### config.mk
export PLATFORM = sky130hd
export DESIGN_NAME = fsr_status_bank
export DESIGN_NICKNAME = d
export VERILOG_FILES = /design/src/design/fsr_pkg.sv /design/src/design/fsr_status_bank.sv /design/src/design/fsr_speed_counter.sv
export SDC_FILE = /design/constraint.sdc
export NUM_CORES = 1
export LEC_CHECK = 0
export ABC_AREA = 0
export BUFFER_PORTS_ARGS = -buffer_cell sky130_fd_sc_hd__buf_4
export CORE_MARGIN = 8
export CORE_UTILIZATION = 53
export CTS_CLUSTER_SIZE = 10
export DETAILED_ROUTE_END_ITERATION = 6
export GPL_TIMING_DRIVEN = 0
export PLACE_DENSITY = 0.8
export SKIP_CTS_REPAIR_TIMING = 1
export SLEW_MARGIN = 20
export SYNTH_ARGS = -nofsm -noshare
export SYNTH_HDL_FRONTEND = slang
export SYNTH_HIERARCHICAL = 1
export SYNTH_SLANG_ARGS = --single-unit
### constraint.sdc
create_clock -name clk -period 2.4 [get_ports clk]
set_input_delay 0.12 -clock clk [delete_from_list [all_inputs] [get_ports clk]]
set_output_delay 0.12 -clock clk [all_outputs]
set_load 0.005 [all_outputs]
### src/design/fsr_pkg.sv
// Constants shared by the fault and status reporting block
// ==========================================================
// Notes on behaviour
// - Aggregate low-side fail bit is 1 when any digital or PWM driver faults.
// - Power-on flag is 1 after reset and clears when its byte is read.
// - Both main relay comparator outputs are reported live.
// - External reset flag is 1 while the reset pin is pulled low outside.
// - High-side summary fault sets on any main or pump relay driver fault.
// - High-side summary fault stays latched until the relay byte is read.
// - One open-load flag per low-side output; indices 8 and 9 are lamps.
// - One short-to-battery flag per output; indices 8 and 9 are lamps.
// - Speed counter error is 1 when enable and clear are both asserted.
// - Serial line current limit condition is reported as a 1.
// - Speed counter overflow is set once the pulse count passes 256.
// - Three watchdog tracking bits are reported, least significant first.
// - Watchdog state bit is 1 in range and 0 out of range.
// - Each sensor supply switch reports open load or short to ground.
// - Each sensor supply switch reports overcurrent.
// - Main relay overcurrent is reported as 1.
// - A relay gate driver disabled by outside circuitry reads as 1.
`default_nettype none

package fsr_pkg;
    // ==========================================================
    // Sizes
    localparam int NUM_LS = 10;
    localparam int NUM_DRV_LS = 8;
    localparam int NUM_SUPPLY = 2;
    localparam int WD_TRACK_W = 3;
    localparam int ADDR_W = 5;
    localparam int DATA_W = 8;
    localparam int CNT_W = 9;
    localparam int CNT_OUT_W = 8;
    localparam int CNT_OVF_LIMIT = 256;

    // ==========================================================
    // Status byte addresses
    localparam logic [4:0] ADDR_GLOBAL = 5'h00;
    localparam logic [4:0] ADDR_LS_LO = 5'h01;
    localparam logic [4:0] ADDR_LS_HI = 5'h02;
    localparam logic [4:0] ADDR_MISC = 5'h03;
    localparam logic [4:0] ADDR_COUNT = 5'h04;
    localparam logic [4:0] ADDR_SUPPLY = 5'h05;
    localparam logic [4:0] ADDR_RELAY = 5'h06;

    // ==========================================================
    // Field positions, global byte
    localparam int POS_FAIL = 0;
    localparam int POS_POR = 1;
    localparam int POS_COMP_A = 2;
    localparam int POS_EXT_RST = 3;
    localparam int POS_UNDERV = 4;
    localparam int POS_OVERV = 5;
    localparam int POS_HS_SUM = 6;
    localparam int POS_COMP_B = 7;
    // Low-side bytes: output k at short 2k, open 2k+1
    localparam int LS_PER_BYTE = 4;
    localparam int POS_SHORT_OFS = 0;
    localparam int POS_OPEN_OFS = 1;
    // Misc byte
    localparam int POS_LAMP_BASE = 0;
    localparam int POS_KLINE = 4;
    localparam int POS_CNT_ERR = 5;
    localparam int POS_OVERTEMP = 6;
    localparam int POS_CNT_OVF = 7;
    // Supply byte
    localparam int POS_WD_TRACK = 0;
    localparam int POS_WD_RANGE = 3;
    localparam int POS_SUP_FAULT = 4;
    localparam int POS_SUP_ILIM = 6;
    // Relay byte
    localparam int POS_MR_OC = 0;
    localparam int POS_MR_STG = 1;
    localparam int POS_MR_EXTDIS = 2;
    localparam int POS_MR_LEAK = 3;
    localparam int POS_PR_EXTDIS = 4;
    localparam int POS_PR_STG = 5;
    localparam int POS_PR_OC = 6;
    localparam int POS_VLOAD_DEG = 7;

    // ==========================================================
    // Reset values
    localparam logic POR_RESET_VALUE = 1'b1;
    localparam logic [7:0] BYTE_ZERO = 8'h00;
endpackage : fsr_pkg

`default_nettype wire

### src/design/fsr_status_bank.sv
// Fault and status reporting bank of the braking power controller
`timescale 1ns/1ps
`default_nettype none

module fsr_status_bank #(
    parameter int NUM_LS = fsr_pkg::NUM_LS,
    parameter int NUM_DRV_LS = fsr_pkg::NUM_DRV_LS
) (
    input wire logic clk,
    input wire logic rst,
    // Read and write strobes from the serial front end
    input wire logic rd_en,
    input wire logic [fsr_pkg::ADDR_W-1:0] rd_addr,
    input wire logic wr_en,
    input wire logic [fsr_pkg::ADDR_W-1:0] wr_addr,
    output logic [fsr_pkg::DATA_W-1:0] rd_data,
    output logic rd_valid,
    output logic rd_unmapped,
    output logic write_refused,
    // Low-side drivers, index 0 is output 1; 8 and 9 are the lamp drivers
    input wire logic [NUM_LS-1:0] ls_open_load,
    input wire logic [NUM_LS-1:0] ls_short_bat,
    // Global fault sources
    input wire logic reset_pin_pulled_low,
    input wire logic vbat_undervoltage,
    input wire logic vbat_overvoltage,
    input wire logic over_temperature,
    input wire logic main_relay_comparator_a,
    input wire logic main_relay_comparator_b,
    // Relay gate drivers
    input wire logic main_relay_overcurrent,
    input wire logic main_relay_short_gnd,
    input wire logic main_relay_gate_ext_disabled,
    input wire logic main_relay_leakage,
    input wire logic pump_relay_overcurrent,
    input wire logic pump_relay_short_gnd,
    input wire logic pump_relay_gate_ext_disabled,
    input wire logic load_voltage_degraded,
    // Serial line, watchdog and sensor supplies
    input wire logic serial_line_current_limit,
    input wire logic [fsr_pkg::WD_TRACK_W-1:0] watchdog_track,
    input wire logic watchdog_in_range,
    input wire logic [fsr_pkg::NUM_SUPPLY-1:0] sensor_supply_open_short,
    input wire logic [fsr_pkg::NUM_SUPPLY-1:0] sensor_supply_overcurrent,
    // Wheel-speed counter
    input wire logic count_enable,
    input wire logic counter_clear_ctrl,
    input wire logic speed_pulse,
    // Direct flag outputs
    output logic power_on_event_flag,
    output logic highside_summary_fault,
    output logic low_side_fail
);
    // ==========================================================
    // Elaboration checks
    if (NUM_LS != 2 * fsr_pkg::LS_PER_BYTE + 2 || NUM_DRV_LS != 2 * fsr_pkg::LS_PER_BYTE)
    begin : g_bad_ls
        $error("Low-side count does not fit the status bytes");
    end

    localparam int LAMP_ONE = NUM_DRV_LS;
    localparam int LAMP_TWO = NUM_DRV_LS + 1;

    // ==========================================================
    // Input capture
    logic [NUM_LS-1:0] open_q;
    logic [NUM_LS-1:0] short_q;
    logic ext_reset_q;
    logic underv_q;
    logic overv_q;
    logic overtemp_q;
    logic comp_a_q;
    logic comp_b_q;
    logic mr_oc_q;
    logic mr_stg_q;
    logic mr_extdis_q;
    logic mr_leak_q;
    logic pr_oc_q;
    logic pr_stg_q;
    logic pr_extdis_q;
    logic vload_q;
    logic kline_q;
    logic [fsr_pkg::WD_TRACK_W-1:0] wd_track_q;
    logic wd_range_q;
    logic [fsr_pkg::NUM_SUPPLY-1:0] sup_fault_q;
    logic [fsr_pkg::NUM_SUPPLY-1:0] sup_ilim_q;

    // Per-output capture; flags follow the detectors, no write path
    genvar ch;
    for (ch = 0; ch < NUM_LS; ch++)
    begin : g_ls
        always_ff @(posedge clk)
        begin
            if (rst)
            begin
                open_q[ch] <= 1'b0;
                short_q[ch] <= 1'b0;
            end
            else
            begin
                open_q[ch] <= ls_open_load[ch];
                short_q[ch] <= ls_short_bat[ch];
            end
        end
    end

    always_ff @(posedge clk)
    begin
        if (rst)
        begin
            ext_reset_q <= 1'b0;
            underv_q <= 1'b0;
            overv_q <= 1'b0;
            overtemp_q <= 1'b0;
            comp_a_q <= 1'b0;
            comp_b_q <= 1'b0;
            mr_oc_q <= 1'b0;
            mr_stg_q <= 1'b0;
            mr_extdis_q <= 1'b0;
            mr_leak_q <= 1'b0;
            pr_oc_q <= 1'b0;
            pr_stg_q <= 1'b0;
            pr_extdis_q <= 1'b0;
            vload_q <= 1'b0;
            kline_q <= 1'b0;
            wd_track_q <= '0;
            wd_range_q <= 1'b0;
            sup_fault_q <= '0;
            sup_ilim_q <= '0;
        end
        else
        begin
            ext_reset_q <= reset_pin_pulled_low;
            underv_q <= vbat_undervoltage;
            overv_q <= vbat_overvoltage;
            overtemp_q <= over_temperature;
            comp_a_q <= main_relay_comparator_a;
            comp_b_q <= main_relay_comparator_b;
            mr_oc_q <= main_relay_overcurrent;
            mr_stg_q <= main_relay_short_gnd;
            mr_extdis_q <= main_relay_gate_ext_disabled;
            mr_leak_q <= main_relay_leakage;
            pr_oc_q <= pump_relay_overcurrent;
            pr_stg_q <= pump_relay_short_gnd;
            pr_extdis_q <= pump_relay_gate_ext_disabled;
            vload_q <= load_voltage_degraded;
            kline_q <= serial_line_current_limit;
            wd_track_q <= watchdog_track;
            wd_range_q <= watchdog_in_range;
            sup_fault_q <= sensor_supply_open_short;
            sup_ilim_q <= sensor_supply_overcurrent;
        end
    end

    // ==========================================================
    // Aggregate and latched flags
    wire logic rd_global = rd_en && rd_addr == fsr_pkg::ADDR_GLOBAL;
    wire logic rd_relay = rd_en && rd_addr == fsr_pkg::ADDR_RELAY;
    // Lamp drivers are excluded: they are not solenoid drivers
    wire logic next_fail = |(ls_open_load[NUM_DRV_LS-1:0] |
        ls_short_bat[NUM_DRV_LS-1:0]);
    wire logic hs_any_fault = main_relay_overcurrent || main_relay_short_gnd ||
        main_relay_gate_ext_disabled || main_relay_leakage ||
        pump_relay_overcurrent || pump_relay_short_gnd ||
        pump_relay_gate_ext_disabled;
    // A fault in the clearing cycle keeps the flag set
    wire logic next_hs_sum = hs_any_fault || (highside_summary_fault && !rd_relay);
    wire logic next_por = power_on_event_flag && !rd_global;

    always_ff @(posedge clk)
    begin
        if (rst)
        begin
            low_side_fail <= 1'b0;
            highside_summary_fault <= 1'b0;
            power_on_event_flag <= fsr_pkg::POR_RESET_VALUE;
        end
        else
        begin
            low_side_fail <= next_fail;
            highside_summary_fault <= next_hs_sum;
            power_on_event_flag <= next_por;
        end
    end

    // ==========================================================
    // Wheel-speed counter
    logic [fsr_pkg::CNT_OUT_W-1:0] cnt_value;
    logic cnt_err;
    logic cnt_ovf;

    fsr_speed_counter #(
        .CNT_W(fsr_pkg::CNT_W),
        .OUT_W(fsr_pkg::CNT_OUT_W)
    ) u_counter (
        .clk(clk),
        .rst(rst),
        .count_enable(count_enable),
        .counter_clear_ctrl(counter_clear_ctrl),
        .speed_pulse(speed_pulse),
        .count_value(cnt_value),
        .speed_counter_error_flag(cnt_err),
        .speed_counter_overflow(cnt_ovf)
    );

    // ==========================================================
    // Status byte assembly
    logic [7:0] byte_global;
    logic [7:0] byte_ls_lo;
    logic [7:0] byte_ls_hi;
    logic [7:0] byte_misc;
    logic [7:0] byte_supply;
    logic [7:0] byte_relay;

    for (ch = 0; ch < fsr_pkg::LS_PER_BYTE; ch++)
    begin : g_ls_byte
        assign byte_ls_lo[2*ch + fsr_pkg::POS_SHORT_OFS] = short_q[ch];
        assign byte_ls_lo[2*ch + fsr_pkg::POS_OPEN_OFS] = open_q[ch];
        assign byte_ls_hi[2*ch + fsr_pkg::POS_SHORT_OFS] =
            short_q[ch + fsr_pkg::LS_PER_BYTE];
        assign byte_ls_hi[2*ch + fsr_pkg::POS_OPEN_OFS] =
            open_q[ch + fsr_pkg::LS_PER_BYTE];
    end

    always_comb
    begin
        byte_global = fsr_pkg::BYTE_ZERO;
        byte_global[fsr_pkg::POS_FAIL] = low_side_fail;
        byte_global[fsr_pkg::POS_POR] = power_on_event_flag;
        byte_global[fsr_pkg::POS_COMP_A] = comp_a_q;
        byte_global[fsr_pkg::POS_EXT_RST] = ext_reset_q;
        byte_global[fsr_pkg::POS_UNDERV] = underv_q;
        byte_global[fsr_pkg::POS_OVERV] = overv_q;
        byte_global[fsr_pkg::POS_HS_SUM] = highside_summary_fault;
        byte_global[fsr_pkg::POS_COMP_B] = comp_b_q;
    end

    always_comb
    begin
        byte_misc = fsr_pkg::BYTE_ZERO;
        byte_misc[fsr_pkg::POS_LAMP_BASE + fsr_pkg::POS_SHORT_OFS] =
            short_q[LAMP_ONE];
        byte_misc[fsr_pkg::POS_LAMP_BASE + fsr_pkg::POS_OPEN_OFS] =
            open_q[LAMP_ONE];
        byte_misc[fsr_pkg::POS_LAMP_BASE + 2 + fsr_pkg::POS_SHORT_OFS] =
            short_q[LAMP_TWO];
        byte_misc[fsr_pkg::POS_LAMP_BASE + 2 + fsr_pkg::POS_OPEN_OFS] =
            open_q[LAMP_TWO];
        byte_misc[fsr_pkg::POS_KLINE] = kline_q;
        byte_misc[fsr_pkg::POS_CNT_ERR] = cnt_err;
        byte_misc[fsr_pkg::POS_OVERTEMP] = overtemp_q;
        byte_misc[fsr_pkg::POS_CNT_OVF] = cnt_ovf;
    end

    always_comb
    begin
        byte_supply = fsr_pkg::BYTE_ZERO;
        byte_supply[fsr_pkg::POS_WD_TRACK +: fsr_pkg::WD_TRACK_W] = wd_track_q;
        byte_supply[fsr_pkg::POS_WD_RANGE] = wd_range_q;
        byte_supply[fsr_pkg::POS_SUP_FAULT +: fsr_pkg::NUM_SUPPLY] = sup_fault_q;
        byte_supply[fsr_pkg::POS_SUP_ILIM +: fsr_pkg::NUM_SUPPLY] = sup_ilim_q;
    end

    always_comb
    begin
        byte_relay = fsr_pkg::BYTE_ZERO;
        byte_relay[fsr_pkg::POS_MR_OC] = mr_oc_q;
        byte_relay[fsr_pkg::POS_MR_STG] = mr_stg_q;
        byte_relay[fsr_pkg::POS_MR_EXTDIS] = mr_extdis_q;
        byte_relay[fsr_pkg::POS_MR_LEAK] = mr_leak_q;
        byte_relay[fsr_pkg::POS_PR_EXTDIS] = pr_extdis_q;
        byte_relay[fsr_pkg::POS_PR_STG] = pr_stg_q;
        byte_relay[fsr_pkg::POS_PR_OC] = pr_oc_q;
        byte_relay[fsr_pkg::POS_VLOAD_DEG] = vload_q;
    end

    // ==========================================================
    // Read port
    wire logic addr_mapped = rd_addr <= fsr_pkg::ADDR_RELAY;
    wire logic [7:0] next_rd_data =
        (rd_addr == fsr_pkg::ADDR_GLOBAL) ? byte_global :
        (rd_addr == fsr_pkg::ADDR_LS_LO) ? byte_ls_lo :
        (rd_addr == fsr_pkg::ADDR_LS_HI) ? byte_ls_hi :
        (rd_addr == fsr_pkg::ADDR_MISC) ? byte_misc :
        (rd_addr == fsr_pkg::ADDR_COUNT) ? cnt_value :
        (rd_addr == fsr_pkg::ADDR_SUPPLY) ? byte_supply :
        (rd_addr == fsr_pkg::ADDR_RELAY) ? byte_relay : fsr_pkg::BYTE_ZERO;
    // Writes to status bytes have no path into the flags
    wire logic next_write_refused = wr_en && wr_addr <= fsr_pkg::ADDR_RELAY;

    always_ff @(posedge clk)
    begin
        if (rst)
        begin
            rd_data <= fsr_pkg::BYTE_ZERO;
            rd_valid <= 1'b0;
            rd_unmapped <= 1'b0;
            write_refused <= 1'b0;
        end
        else
        begin
            rd_data <= rd_en ? next_rd_data : rd_data;
            rd_valid <= rd_en;
            rd_unmapped <= rd_en && !addr_mapped;
            write_refused <= next_write_refused;
        end
    end

    // ==========================================================
    // Checks
    a_fail_aggregate: assert property (@(posedge clk) disable iff (rst)
        ##1 low_side_fail == $past(|(ls_open_load[7:0] | ls_short_bat[7:0])))
        else $error("Low-side fail bit mismatch");
    a_por_read_clear: assert property (@(posedge clk) disable iff (rst)
        rd_global |=> !power_on_event_flag ##1 !power_on_event_flag)
        else $error("Power-on flag not cleared by read");
    a_comp_live: assert property (@(posedge clk) disable iff (rst)
        rd_global ##1 rd_valid |-> rd_data[fsr_pkg::POS_COMP_B] == $past(comp_b_q))
        else $error("Comparator bit not live");
    a_ext_reset_pin: assert property (@(posedge clk) disable iff (rst)
        reset_pin_pulled_low |=> ext_reset_q)
        else $error("External reset flag missing");
    a_hs_sum_set: assert property (@(posedge clk) disable iff (rst)
        hs_any_fault |=> highside_summary_fault)
        else $error("High-side summary not set");
    a_hs_sum_hold: assert property (@(posedge clk) disable iff (rst)
        highside_summary_fault && !rd_relay |=> highside_summary_fault)
        else $error("High-side summary dropped without read");
    a_hs_sum_clear: assert property (@(posedge clk) disable iff (rst)
        rd_relay && !hs_any_fault |=> !highside_summary_fault)
        else $error("High-side summary not cleared by read");
    a_lamp_open_map: assert property (@(posedge clk) disable iff (rst)
        ls_open_load[LAMP_TWO] ##1 (rd_en && rd_addr == fsr_pkg::ADDR_MISC)
        |=> rd_data[fsr_pkg::POS_LAMP_BASE + 2 + fsr_pkg::POS_OPEN_OFS])
        else $error("Lamp open-load bit misplaced");
    a_write_no_effect: assert property (@(posedge clk) disable iff (rst)
        wr_en && !rd_en |=> $stable(power_on_event_flag))
        else $error("Write disturbed a status flag");
endmodule // fsr_status_bank

`default_nettype wire

### src/design/fsr_speed_counter.sv
// Wheel-speed pulse counter with error and overflow flags
`timescale 1ns/1ps
`default_nettype none

module fsr_speed_counter #(
    parameter int CNT_W = fsr_pkg::CNT_W,
    parameter int OUT_W = fsr_pkg::CNT_OUT_W
) (
    input wire logic clk,
    input wire logic rst,
    input wire logic count_enable,
    input wire logic counter_clear_ctrl,
    input wire logic speed_pulse,
    output logic [OUT_W-1:0] count_value,
    output logic speed_counter_error_flag,
    output logic speed_counter_overflow
);
    // ==========================================================
    // Checks
    if (CNT_W <= $clog2(fsr_pkg::CNT_OVF_LIMIT + 1) - 1 || OUT_W > CNT_W)
    begin : g_bad_width
        $error("Counter too narrow to see overflow");
    end

    localparam logic [CNT_W-1:0] LIMIT = CNT_W'(fsr_pkg::CNT_OVF_LIMIT);
    localparam logic [CNT_W-1:0] ONE = CNT_W'(1);

    logic [CNT_W-1:0] count;
    wire logic saturated = &count;
    wire logic do_count = count_enable && !counter_clear_ctrl && speed_pulse;
    wire logic [CNT_W-1:0] next_count = counter_clear_ctrl ? '0 :
        (do_count && !saturated) ? count + ONE : count;
    // Sticky until cleared so a short burst past the limit is not missed
    wire logic next_ovf = !counter_clear_ctrl &&
        (speed_counter_overflow || next_count > LIMIT);

    always_ff @(posedge clk)
    begin
        if (rst)
        begin
            count <= '0;
            speed_counter_overflow <= 1'b0;
            speed_counter_error_flag <= 1'b0;
        end
        else
        begin
            count <= next_count;
            speed_counter_overflow <= next_ovf;
            speed_counter_error_flag <= count_enable && counter_clear_ctrl;
        end
    end

    assign count_value = count[OUT_W-1:0];

    a_ovf_past_limit: assert property (@(posedge clk) disable iff (rst)
        count > LIMIT |-> speed_counter_overflow)
        else $error("Overflow flag missing past limit");
    a_cnt_err_both: assert property (@(posedge clk) disable iff (rst)
        count_enable && counter_clear_ctrl |=> speed_counter_error_flag)
        else $error("Counter error flag not set");
endmodule // fsr_speed_counter

`default_nettype wire

==> flow_summary_export.csv <==
group,metric,value,unit
sta,final.period_utilization,94.3,%
route,vias,2585,
cells_and_area,layout.nets,474,
clock_tree,cts.path.max_buffers,2,
floorplanning,chipWidth,90.8,µm
sta,remaining_max_slew_budget_at_the_tightest_pin,60.8,%
worst_setup_path,cp_top_family,"compound AO/OA/AOI/OAI gates",
worst_setup_path,worst_ep_required_time,2610,ps
route,drt-pass1-iter-count,5,
status,outcome,"complete, but fails checks",
place,globalplace.congestion,0.889,
cells_and_area,ff_latch_area,1360,µm²
grt,maximum_number_of_pins_on_one_net_before_global_route_repair,13,
logic_synthesis,synth-seq-area-share,46.0,%
clock_tree,worstSkewPairLatency,340,ps
floorplanning,core-area,5440,µm²
worst_setup_path,worst_setup_path_end_kind,"flip-flop",
worst_setup_path,critical-path-slowest-cell,"sky130_fd_sc_hd__dfxtp_1",
cells_and_area,fillerInstances,422,
status,failed_checks,"negative hold slack",
clock_tree,htree_levels,3,
grt,global_router_s_overall_resource_usage,17.9,%
worst_setup_path,worst_path_largest_cell_delay,440,ps
worst_setup_path,worst_path_cell_trace,"ha_1 -> and4_1 -> ha_1 -> nor4bb_4 -> buf_6 -> a311oi_1 -> a21oi_1 -> a21boi_1 -> o221ai_1",
logic_synthesis,synthDistinctLibCells,48,
clock_tree,clk_transition_reported_paths,70,ps
cells_and_area,layout-drive-gt1-share,27.9,%
power_and_ir_drop,peakVddDrop,0.559,mV
worst_setup_path,worstSetupPathType,"flip-flop to flip-flop",
sta,fin_worst_hold_slack,-11.4,ps
sta,finalMaxSlewViolations,0,
grt,grt_pass1_vias,2576,
sta,tightestPinTransition,588,ps
floorplanning,pin_count,74,
place,place_inst,461,
worst_setup_path,critical_path.startpoint_type,"flip-flop",
cells_and_area,final-instance-count-excl-fill,488,
cells_and_area,n_antenna_cell,0,
power_and_ir_drop,ratio_of_total_power_to_cell_area,607,nW/µm²
grt,number_of_antenna_violations_at_the_first_check_in_global_routing,0,
sta,report.final.hold_viol_count,5,
route,drt-wirelength-per-cell,15.5,µm
route,drt_drc_violations_left,0,
worst_setup_path,critPathArrivalTime,2480,ps
grt,grt_remaining_overflow,0,
place,place.detailed.hpwl,5.57,mm
clock_tree,tritoncts,"built",
route,vias_per_cell,5.30,
logic_synthesis,syn_area,2960,µm²
cells_and_area,area_growth,31.9,%
route,drt.antenna.violating_nets,0,
logic_synthesis,yosysWarningCount,6,
clock_tree,cts_inserted_buffers,9,
hold_path,timing.hold.worst.class,"primary input to flip-flop",
worst_setup_path,critPathMaxFanout,10,
sta,achievable-frequency,442,MHz
worst_setup_path,buffering_stage_count_on_the_worst_path_with_inverters_included,1,
place,portBuffers,71,
clock_tree,cts_root_buf,"sky130_fd_sc_hd__clkbuf_8",
sta,worst_clock_skew,9.83,ps
grt,first_pass_grt_wire_length,12.0,mm
logic_synthesis,post_synth.cell_area_avg,9.31,µm²
sta,final.min_clock_period,2260,ps
clock_tree,cts.sinks,68,
floorplanning,die_area,8240,µm²
route,final_wl,7.54,mm
logic_synthesis,synth.net_count,380,
cells_and_area,multiInputGateArea,1430,µm²
logic_synthesis,syn-instance-count,318,
floorplanning,initial_core_util,54.5,%
sta,setup_viol,0,
sta,tns,0,ps
logic_synthesis,postSynthRegisterBits,68,
floorplanning,die_height,90.8,µm
route,dr.first_iter.drc_count,143,
job,drv_cap,0,
floorplanning,placement_rows,27,
sta,rsz0062_at_grt,"no",
power_and_ir_drop,p_leak,1.62,nW
worst_setup_path,crit_path_frequent_cell,"sky130_fd_sc_hd__ha_1",
-- cell usage after synthesis, drive strengths merged --
cell type | count | area [µm²]
a21boi | 8 | 60.1
a21o | 1 | 7.51
a21oi | 4 | 23.8
a311oi | 2 | 17.5
a31oi | 3 | 18.8
a41oi | 1 | 8.76
and2 | 3 | 22.5
and2b | 1 | 8.76
and4 | 2 | 17.5
buf | 19 | 133
clkbuf | 9 | 33.8
dfxtp | 68 | 1360
ha | 2 | 25.0
inv | 3 | 11.3
mux2 | 1 | 11.3
mux2i | 16 | 160
nand2 | 22 | 82.6
nand2b | 10 | 62.6
nand3 | 10 | 50.1
nand3b | 1 | 7.51
nand4 | 4 | 25.0
nand4b | 1 | 8.76
nor2 | 21 | 81.3
nor2b | 50 | 313
nor3 | 5 | 41.3
nor4 | 6 | 37.5
nor4bb | 1 | 25.0
o2111ai | 1 | 8.76
o211ai | 1 | 7.51
o21ai | 15 | 75.1
o221ai | 8 | 70.1
o22ai | 8 | 50.1
or2 | 1 | 6.26
or3 | 1 | 6.26
or4b | 1 | 10.0
or4bb | 1 | 11.3
xnor2 | 3 | 26.3
xor2 | 4 | 35.0
-- layout make-up --
cell class,instances,share of cell area [%]
multi-input cells,219,36.5
flip-flops and latches,68,34.9
repair buffers,84,17.0
plain buffers,27,4.17
clock buffers,9,3.17
well taps,72,2.31
clock inverters,6,1.70
inverters,3,0.288
-- final timing paths --
path,start,to,slack [ps],cells after the start
worst max-delay path,u_counter/count[0],u_counter/speed_counter_overflow,140,9
worst min-delay path,main_relay_comparator_a,comp_a_q,-10,2
worst max register to register,u_counter/count[0],u_counter/speed_counter_overflow,140,9
worst min register to register,rd_data[2],rd_data[2],470,2
-- routing by layer --
| metal | GRT usage, % | share of wire [%] |
|---|---|---|
| met5 | 0 | 0 |
| met2 | 27.0 | 45 |
| met1 | 22.3 | 45 |
| met4 | 9.02 | 1.7 |
| met3 | 5.65 | 8.4 |
-- registers in the layout, indices dropped and copies added, names as in the netlist, 2 cells and up --
signal and flops:
u_counter/count 9, byte_ls_hi 8, byte_ls_lo 8, rd_data 8, byte_misc 4, wd_track_q 3
sup_fault_q 2, sup_ilim_q 2
-- report_power, final --
| group | switching (mW) | internal, mW |
|---|---|---|
| Sequential | 0.0178 | 1.18 |
| Combinational | 0.121 | 0.152 |
| Clock | 0.430 | 0.473 |
| Total | 0.569 | 1.80 |
-- layout by cell type (no fill, tap or decap), types with 6 or more instances in the layout --
cell	netlist	final
sky130_fd_sc_hd__buf_4	10	81
sky130_fd_sc_hd__dfxtp_1	68	68
sky130_fd_sc_hd__nor2b_1	50	50
sky130_fd_sc_hd__nand2_1	22	22
sky130_fd_sc_hd__nor2_1	20	20
sky130_fd_sc_hd__mux2i_1	16	15
sky130_fd_sc_hd__dlygate4sd3_1	0	13
sky130_fd_sc_hd__o21ai_0	11	11
sky130_fd_sc_hd__nand2b_1	10	10
sky130_fd_sc_hd__nand3_1	10	10
sky130_fd_sc_hd__clkbuf_8	0	9
sky130_fd_sc_hd__clkbuf_1	9	8
sky130_fd_sc_hd__o22ai_1	8	8
sky130_fd_sc_hd__o221ai_1	8	8
sky130_fd_sc_hd__buf_2	7	7
sky130_fd_sc_hd__nor4_1	6	6
-- logic make-up (layout without fill, tap and decap cells) --
group	count (synthesis)	in the layout	synth area share [%]
fa+ha+maj	2	2	0.845
compound gates	52	52	11.7
buf+inv	31	129	6.00
flops	68	68	46.0
mux	17	17	5.79
xor+xnor	7	7	2.07
simple gates	141	141	27.6
-- through the flow --
stage	cell area [µm²]	power, mW	setup WS, ps	util, %	hold slack [ps]
CTS	3770	2.36	7.53	69.4	-34.7
finish	3910	2.37	136	71.8	-11.4
detailed placement	3580	1.47	21.1	65.9	325
floorplan	2960	1.34	322	-	192
global placement	3580	1.47	83.5	65.9	311
global route	3910	2.48	0.711	71.8	1.92
-- worst reg2reg max path, stage by stage, from the launching register on --
cell and delay, ps:
sky130_fd_sc_hd__dfxtp_1 440, sky130_fd_sc_hd__ha_1 360, sky130_fd_sc_hd__and4_1 240, sky130_fd_sc_hd__ha_1 210, sky130_fd_sc_hd__nor4bb_4 70, sky130_fd_sc_hd__buf_6 140
sky130_fd_sc_hd__a311oi_1 300, sky130_fd_sc_hd__a21oi_1 110, sky130_fd_sc_hd__a21boi_1 150, sky130_fd_sc_hd__o221ai_1 120
Note: power is estimated with default switching activity, not from simulation.
